<file path="config.mk">
export PLATFORM = sky130hd
export DESIGN_NAME = signal_loss_config_register
export DESIGN_NICKNAME = d
export VERILOG_FILES = /design/src/signal_loss_config_pkg.sv /design/src/signal_loss_config_register.sv /design/src/signal_loss_lane_path.sv
export SDC_FILE = /design/constraint.sdc
export NUM_CORES = 1
export LEC_CHECK = 0
export BUFFER_PORTS_ARGS = -buffer_cell sky130_fd_sc_hd__buf_2
export CAP_MARGIN = 20
export CORE_MARGIN = 10
export CORE_UTILIZATION = 48
export DETAILED_ROUTE_END_ITERATION = 7
export PLACE_DENSITY = 0.77
export SLEW_MARGIN = 20
export SYNTH_ARGS = -nofsm -noshare
export SYNTH_HDL_FRONTEND = slang
export SYNTH_HIERARCHICAL = 1
export SYNTH_SLANG_ARGS = --single-unit
</file>
<file path="constraint.sdc">
create_clock -name clock -period 2.2 [get_ports clock]
set_input_delay 0.44 -clock clock [delete_from_list [all_inputs] [get_ports clock]]
set_output_delay 0.44 -clock clock [all_outputs]
set_load 0.05 [all_outputs]
</file>
<file path="src/signal_loss_config_pkg.sv">
/*
  Constants for the signal-loss and clock-output configuration register:
  field positions, reset value, threshold code meanings and level figures.
  Assumes a single configuration clock domain with an active-low reset.
*/
package signal_loss_config_pkg;

   // Register width and field positions
   localparam int          CFG_WIDTH        = 8;
   localparam int          THRESH_MSB       = 7;
   localparam int          THRESH_LSB       = 5;
   localparam int          THRESH_WIDTH     = 3;
   localparam int          FORCE_ALARM_BIT  = 4;
   localparam int          NO_SQUELCH_BIT   = 3;
   localparam int          SQUELCH_LOW_BIT  = 2;
   localparam int          RESERVED_BIT     = 1;
   localparam int          CLOCK_OUT_EN_BIT = 0;

   // Reset value: threshold 001b, every other bit clear
   localparam logic [7:0]  CFG_RESET        = 8'h20;
   // Bits that software can actually change
   localparam logic [7:0]  CFG_WRITE_MASK   = 8'hfd;

   // Threshold code with special meaning
   localparam logic [2:0]  THRESH_POWER_DOWN = 3'h7;

   // Level figures in mV, peak-to-peak differential
   localparam int          LEVEL_WIDTH       = 8;
   localparam logic [7:0]  ASSERT_BASE_MV    = 8'h46;
   localparam logic [7:0]  ASSERT_STEP_MV    = 8'h0a;
   localparam logic [7:0]  HYSTERESIS_MV     = 8'h0a;

   // Clock output level field width, held in another register
   localparam int          CLOCK_LEVEL_WIDTH = 2;

   // Default number of input channels
   localparam int          DEFAULT_LANES     = 2;

endpackage : signal_loss_config_pkg

</file>
<file path="src/signal_loss_config_register.sv">
/*
  Signal-loss and recovered-clock-output configuration register.
  Holds the 8-bit register, decodes the threshold code into assert and
  de-assert levels for the analog detectors, drives the detector power
  down, and runs the per-lane alarm and squelch path.
  Assumes the configuration port logic delivers a one-cycle write strobe
  with data in this clock domain, and reads the register back level-wise.
  The clock output level field lives in a separate register and arrives
  here as a plain same-domain input.
*/
`timescale 1ns/1ps
module signal_loss_config_register
   import signal_loss_config_pkg::*;
#(
   parameter int LANES = DEFAULT_LANES
)
(
   input  wire logic                         clock,             // Configuration clock, 250 MHz
   input  wire logic                         rstn,              // Asynchronous reset, low
   input  wire logic                         cfg_write,         // Write strobe, one cycle
   input  wire logic [CFG_WIDTH-1:0]         cfg_wdata,         // Write data
   output logic      [CFG_WIDTH-1:0]         cfg_rdata,         // Register read-back
   output logic                              cfg_changed,       // Pulse after a value change
   input  wire logic [CLOCK_LEVEL_WIDTH-1:0] clock_level_sel,   // Level field, other register
   input  wire logic [LANES-1:0]             detect_raw,        // Analog detector loss flags
   input  wire logic [LANES-1:0]             data_raw,          // Lane data from the input
   output logic      [LEVEL_WIDTH-1:0]       assert_level_mv,   // Alarm assert level
   output logic      [LEVEL_WIDTH-1:0]       deassert_level_mv, // Alarm de-assert level
   output logic                              detector_power_down, // All detectors off
   output logic      [LANES-1:0]             signal_loss_alarm, // Alarm per lane
   output logic      [LANES-1:0]             squelch_active,    // Lane squelched
   output logic      [LANES-1:0]             data_out,          // Lane data after squelch
   output logic                              alarm_any,         // Any lane in alarm
   output logic                              clock_out_enable,  // Recovered clock buffer on
   output logic      [CLOCK_LEVEL_WIDTH-1:0] clock_out_level    // Level for clock buffer
);

   typedef struct packed {
      logic [CFG_WIDTH-1:0]         cfg;
      logic                         changed;
      logic [LEVEL_WIDTH-1:0]       assert_mv;
      logic [LEVEL_WIDTH-1:0]       deassert_mv;
      logic                         power_down;
      logic                         clock_en;
      logic [CLOCK_LEVEL_WIDTH-1:0] clock_level;
   } cfg_state_t;

   cfg_state_t state;
   cfg_state_t next_state;

   logic [LANES-1:0] lane_alarm;
   logic [LANES-1:0] lane_squelched;
   logic [LANES-1:0] lane_data;

   // Threshold code to assert level; de-assert sits one hysteresis step above
   function automatic logic [LEVEL_WIDTH-1:0] code_to_assert_mv
   (
      input logic [THRESH_WIDTH-1:0] code
   );
      logic [LEVEL_WIDTH-1:0] step_total;
      step_total = '0;
      for (int k = 0; k < (1 << THRESH_WIDTH); k++)
      begin
         if (k < int'(code))
         begin
            step_total = LEVEL_WIDTH'(step_total + ASSERT_STEP_MV);
         end
      end
      code_to_assert_mv = LEVEL_WIDTH'(ASSERT_BASE_MV + step_total);
   endfunction : code_to_assert_mv

   // Register fields and their derived controls
   function automatic logic [THRESH_WIDTH-1:0] thresh_of
   (
      input logic [CFG_WIDTH-1:0] value
   );
      thresh_of = value[THRESH_MSB:THRESH_LSB];
   endfunction : thresh_of

   // Next state: register write, then decoded controls
   always_comb
   begin
      next_state         = state;
      next_state.changed = 1'b0;
      if (cfg_write)
      begin
         // Reserved bit never stored, so it reads back zero
         next_state.cfg     = cfg_wdata & CFG_WRITE_MASK;
         next_state.changed = ((cfg_wdata & CFG_WRITE_MASK) != state.cfg);
      end
      // Levels follow the stored code; 111b also gets a figure, meaningless while powered down
      next_state.assert_mv   = code_to_assert_mv(thresh_of(next_state.cfg));
      next_state.deassert_mv = LEVEL_WIDTH'(code_to_assert_mv(thresh_of(next_state.cfg))
                                            + HYSTERESIS_MV);
      // One code shuts every lane's detector at once
      next_state.power_down  = (thresh_of(next_state.cfg) == THRESH_POWER_DOWN);
      next_state.clock_en    = next_state.cfg[CLOCK_OUT_EN_BIT];
      // Level only passed on while the buffer is enabled
      if (next_state.cfg[CLOCK_OUT_EN_BIT])
      begin
         next_state.clock_level = clock_level_sel;
      end
      else
      begin
         next_state.clock_level = '0;
      end
   end

   // State register; reset leaves threshold 001b with its two levels, the rest clear
   always_ff @(posedge clock or negedge rstn)
   begin
      if (!rstn)
      begin
         state.cfg         <= CFG_RESET;
         state.changed     <= 1'b0;
         state.assert_mv   <= ASSERT_BASE_MV + ASSERT_STEP_MV;
         state.deassert_mv <= ASSERT_BASE_MV + ASSERT_STEP_MV + HYSTERESIS_MV;
         state.power_down  <= 1'b0;
         state.clock_en    <= 1'b0;
         state.clock_level <= '0;
      end
      else
      begin
         state <= next_state;
      end
   end

   // Alarm and squelch path, lanes synchronised inside
   signal_loss_lane_path #(
      .LANES (LANES)
   ) u_lane_path (
      .clock       (clock),
      .rstn        (rstn),
      .detect_raw  (detect_raw),
      .data_raw    (data_raw),
      .power_down  (state.power_down),
      .force_alarm (state.cfg[FORCE_ALARM_BIT]),
      .no_squelch  (state.cfg[NO_SQUELCH_BIT]),
      .squelch_low (state.cfg[SQUELCH_LOW_BIT]),
      .alarm       (lane_alarm),
      .squelched   (lane_squelched),
      .data_out    (lane_data)
   );

   // Outputs straight from flip-flops
   assign cfg_rdata           = state.cfg;
   assign cfg_changed         = state.changed;
   assign assert_level_mv     = state.assert_mv;
   assign deassert_level_mv   = state.deassert_mv;
   assign detector_power_down = state.power_down;
   assign clock_out_enable    = state.clock_en;
   assign clock_out_level     = state.clock_level;
   assign signal_loss_alarm   = lane_alarm;
   assign squelch_active      = lane_squelched;
   assign data_out            = lane_data;
   // Summary flag; a reduction of registered bits, no extra stage
   assign alarm_any           = |lane_alarm;

endmodule : signal_loss_config_register

</file>
<file path="src/signal_loss_lane_path.sv">
/*
  Per-lane signal-loss alarm and squelch path.
  Assumes detector flags and lane data arrive asynchronously from the analog
  front end; configuration inputs come from the same clock domain.
*/
`timescale 1ns/1ps
module signal_loss_lane_path
   import signal_loss_config_pkg::*;
#(
   parameter int LANES = DEFAULT_LANES
)
(
   input  wire logic             clock,        // Configuration clock
   input  wire logic             rstn,         // Asynchronous reset, low
   input  wire logic [LANES-1:0] detect_raw,   // Detector says signal lost
   input  wire logic [LANES-1:0] data_raw,     // Incoming lane data
   input  wire logic             power_down,   // Detectors powered down
   input  wire logic             force_alarm,  // Hold alarm asserted
   input  wire logic             no_squelch,   // Never squelch on alarm
   input  wire logic             squelch_low,  // Squelch level low when set
   output logic      [LANES-1:0] alarm,        // signal_loss_alarm per lane
   output logic      [LANES-1:0] squelched,    // Lane is being squelched
   output logic      [LANES-1:0] data_out      // Lane data after squelch
);

   typedef struct packed {
      logic [LANES-1:0] detect_meta;
      logic [LANES-1:0] detect_sync;
      logic [LANES-1:0] data_meta;
      logic [LANES-1:0] data_sync;
      logic [LANES-1:0] alarm;
      logic [LANES-1:0] squelched;
      logic [LANES-1:0] data_out;
   } lane_state_t;

   lane_state_t state;
   lane_state_t next_state;

   // Next state: synchronise, then alarm and squelch decisions
   always_comb
   begin
      next_state             = state;
      next_state.detect_meta = detect_raw;
      next_state.detect_sync = state.detect_meta;
      next_state.data_meta   = data_raw;
      next_state.data_sync   = state.data_meta;
      for (int i = 0; i < LANES; i++)
      begin
         // A powered-down detector reports nothing; force still wins
         next_state.alarm[i] = force_alarm
                               | (~power_down & state.detect_sync[i]);
         next_state.squelched[i] = next_state.alarm[i] & ~no_squelch;
         if (next_state.squelched[i])
         begin
            next_state.data_out[i] = ~squelch_low;
         end
         else
         begin
            next_state.data_out[i] = state.data_sync[i];
         end
      end
   end

   // State register
   always_ff @(posedge clock or negedge rstn)
   begin
      if (!rstn)
      begin
         state <= '0;
      end
      else
      begin
         state <= next_state;
      end
   end

   assign alarm     = state.alarm;
   assign squelched = state.squelched;
   assign data_out  = state.data_out;

endmodule : signal_loss_lane_path

</file>
=== After elaboration in Yosys (flattened, before gate mapping) ===
Cells that the tools add are included.
Widths: inputs -> output; s select.

* Register bits: 42
* Input bits: 17
* Output and inout bits: 36

* Add/sub/neg operators: 8
* $lt $le $gt $ge: 7
* Equality and inequality tests: 2
* Multiplexer cells: 11
* Bitwise operators: 9
* Reductions and logical operators: 1

{| class="wikitable"
|+ Operator list
! operator !! number
|-
| $add 8x4->8 const B || 7
|-
| $mux 8 || 6
|-
| $lt 3x3->1 const A || 3
|-
| $mux 9 || 1
|-
| $add 7x8->8 const A || 1
|-
| $ne 7x7->1 || 1
|-
| $lt 1x3->1 const A || 2
|-
| $lt 2x3->1 const A || 2
|-
| $and 1x1->1 || 4
|-
| $mux 4 || 1
|-
| $eq 3x3->1 const B || 1
|-
| $not 1->1 || 3
|-
| $mux 1 || 2
|-
| $mux 2 || 1
|-
| $or 1x1->1 || 2
|-
| $reduce_or 2->1 || 1
|}

=== Longest topological paths before layout ===
* Depth in word-level cells: 18
* Depth in mapped cells: 7

=== Hierarchy ===
Netlist, hierarchy kept.

{| class="wikitable"
|+ By module, submodules not included
! module !! instances !! cells an instance !! area an instance (um^2) !! seq. area each (um^2)
|-
| signal_loss_config_register || 1 || 83 || 1062.3 || 609.3
|-
| signal_loss_lane_path || 1 || 31 || 466.7 || 350.3
|}

=== Worst setup path after synthesis ===
Ideal clock, no wire load.

* Path kind: reg2reg
* Start point: register state (netlist bit cfg_rdata[5])
* End point: register state (netlist bit deassert_level_mv[4])
* Library setup time: 79 ps
* Arrival time: 1766 ps
* Required time: 2121 ps
* Slack: 354 ps
* Cell stages (with the launch flop): 7
* Cell sequence: dfstp_2 > mux2_4 > clkinv_4 > ha_1 > buf_2 > a211o_1 > a22o_1

{| class="wikitable"
|+ RTL lines
! element !! RTL line !! source
|-
| start: declaration || signal_loss_config_register.sv:48 || <nowiki>cfg_state_t state;</nowiki>
|-
| start signal: assignment || signal_loss_config_register.sv:124 || <nowiki>state <= next_state;</nowiki>
|}

==> out/metrics.yaml <==
timing:
  finalSetupTns_ns: 0
  clock_skew_ns: 0.00260
  fin_crit_ns: 1.71
  slew_violations: 0
  worstMarginPinSlew_ns: 0.809
  slew_headroom_pct: 46.0
  setup_viol: 0
  fmax_ghz: 0.583
  rsz0062_at_grt: "false"
  final-hold-violation-count: 0
  finalCritPeriodShare_pct: 77.9
yosys:
  yosysMostFrequentCell: "dfrtp_1"
  ys_ff_latch: 38
  ys_seq_area_share_pct: 62.8
  yosys-top-cells-count: "dfrtp_1 (31), buf_4 (11), dfstp_2 (7)"
  synth.area.top_cells: "dfrtp_1 (51%), dfstp_2 (12%), buf_4 (5.4%), mux2_2 (2.9%), xnor2_1 (2.9%)"
  synth_cell_types: 38
  ys_warn_count: 6
  syn_avg_cell_area_sq_um: 13.4
  synth_top_area_share_pct: 50.7
  ys.flop_type: "dfrtp_1"
  netlist_area_sq_um: 1530
  synth_top_area_cell: "dfrtp_1"
  ys_async_sr_fraction_pct: 100
  synth_edf_count: 0
  netlist_instances: 114
clock_network:
  clock-sinks: 38
  cts_resized: 0
  cts_tree: "yes"
  cts_inserted_buffers: 5
  cts_hold_buf: 0
  clk_latency_ns: 0.33
  cts-htree-levels: 2
  clockBufferDepth: 2
  cts_root_buffer: "clkbuf_4"
  clk_pin_slew_ns: 0.11
  post_cts_buffers: 0
detailed_routing:
  wl_per_cell_um: 15.0
  drt-vias-per-instance: 4.67
  wl_um: 3040
  dr_total_vias: 948
  firstDrtPassIters: 4
  ant_nets: 0
  drcViolationCount: 0
  drt_iter0_drc: 56
floorplan:
  die_x_um: 76.4
  die_h_um: 76.4
  coreArea_sq_um: 3050
  top_level_ports: 53
  num_rows: 20
  dieArea_sq_um: 5840
  start_util_pct: 50.1
global_routing:
  overflow: 0
  antenna_found_initial: 0
  grt_max_degree: 39
  grt_pass1_vias: 1013
  grtUsageTotal_pct: 11.0
  grt_pass1_wl_um: 5090
power:
  p_int_uw: 1080
  finalPower_uw: 1740
  power.switching_uw: 667
  power_density_nw_per_um2: 971
  switching_share_pct: 38.3
  peakVddDrop_mv: 0.488
  leakage_uw: 0.000878
  p_seq_share_pct: 47.2
  p_clk_share_pct: 21.3
  power_frac_comb_pct: 31.5
placed_design:
  port_buffers: 48
  finalWeightedCongestion: 0.756
  dpl.hpwl_um: 2300
  post-place-cells: 195
critical_path:
  required_ns: 2.47
  start_kind: "register"
  rrSetupSlack_ns: 0.49
  worst_ep_arrival_time_ns: 1.99
  rr_worst_depth: 5
  critical_path_class: "register to register"
  timing.rr.start: "cfg_rdata[5]"
  r2r_end: "deassert_level_mv[4]"
  cp_max_fo: 11
  setup.worst_path.end_class: "register"
job:
  maxCapViolCount: 0
cells_and_area:
  drive_above_1_share_pct: 48.4
  fin_nets: 176
  syn2layout_area_growth_pct: 17.4
  layout.cells.non_filler: 203
  n_antenna_cell: 0
run_status:
  outcome: "completed"
worst_hold_path:
  hold_path_class: "input pin to async pin"
[worst max-delay path: stages, from the launching register on]
cell and delay (ns):
dfstp_2 0.58, mux2_4 0.21, clkinv_4 0.11, ha_1 0.32, a211o_1 0.27, a22o_1 0.18
[worst max-delay path by stage]
stage	start	to	depth (start not counted)
floorplan	cfg_rdata[5]	deassert_level_mv[4]	6
global placement	cfg_write	deassert_level_mv[4]	6
detailed placement	cfg_write	deassert_level_mv[4]	6
CTS	cfg_rdata[5]	deassert_level_mv[4]	5
global route	cfg_rdata[5]	deassert_level_mv[4]	5
finish	cfg_rdata[5]	deassert_level_mv[4]	5
[registers in the layout, summed over array words and instances (netlist names)]
| name | flops |
|---|---|
| assert_level_mv | 7 |
| deassert_level_mv | 7 |
| cfg_rdata | 6 |
| u_lane_path/next_state | 4 |
| u_lane_path/state | 4 |
| clock_out_level | 2 |
| u_lane_path/alarm | 2 |
| u_lane_path/data_out | 2 |
| u_lane_path/squelched | 2 |
| cfg_changed | 1 |
| detector_power_down | 1 |
[layer usage]
layer | vias up | track usage (%) | routed length, um | part of all wire (%)
li1 | 449 | - | - | -
met1 | 466 | 11.4 | 1170 | 38
met2 | 28 | 18.8 | 1620 | 53
met3 | 5 | 5.31 | 207 | 6.8
met4 | 0 | 4.46 | 43 | 1.4
met5 | - | 0 | 0 | 0
[cell usage in the layout, fill, tap and decap left out, types with 2 or more instances in the layout]
cell type / count
inv_1: 6
xnor2_1: 5
xor2_1: 3
o21bai_1: 2
nor2b_1: 4
a22o_1: 3
dfstp_2: 7
mux2_2: 4
a21oi_1: 2
o21ai_0: 4
nor2_1: 4
clkbuf_4: 5
dfrtp_1: 31
buf_2: 48
nand2_1: 3
conb_1: 3
[power by group through the flow]
| stage | Combinational [uW] | Clock, uW | Sequential, uW |
|---|---|---|---|
| 4_1_cts | 557 | 386 | 823 |
| 2_1_floorplan | 240 | 0 | 1040 |
| 5_1_grt | 584 | 419 | 835 |
| 3_3_place_gp | 549 | 0 | 833 |
| 6_report | 549 | 371 | 822 |
| 3_5_place_dp | 556 | 0 | 835 |
[final cells by class]
type,instances,area (sq um)
fillers,280,1260
multi-input cells,56,438
clock inverters,1,5.00
well taps,44,55.1
flip-flops and latches,38,960
repair buffers,49,248
clock buffers,7,55.1
inverters,8,35.0
[stage by stage]
step,area (sq um),hold slack [ns],utilization [%],setup slack (ns)
floorplan,1540,0.144,-,0.354
global placement,1740,0.334,56.8,0.263
detailed placement,1740,0.337,56.8,0.200
CTS,1800,0.183,58.8,0.487
global route,1800,0.169,58.8,0.407
finish,1800,0.188,58.8,0.486
[cells by family after synthesis]
kind of cell             after synthesis  share of synthesized area [%]
multiplexers                           8                           6.96
buffers and inverters                 22                           9.08
flip-flops                            38                           62.8
AO/OA/AOI/OAI                         17                           7.94
other                                  1                          0.245
AND/OR/NAND/NOR                       18                           6.55
adder cells (fa/ha/maj)                1                          0.818
XOR/XNOR                               9                           5.65
Power figures use the tool's default switching activity.
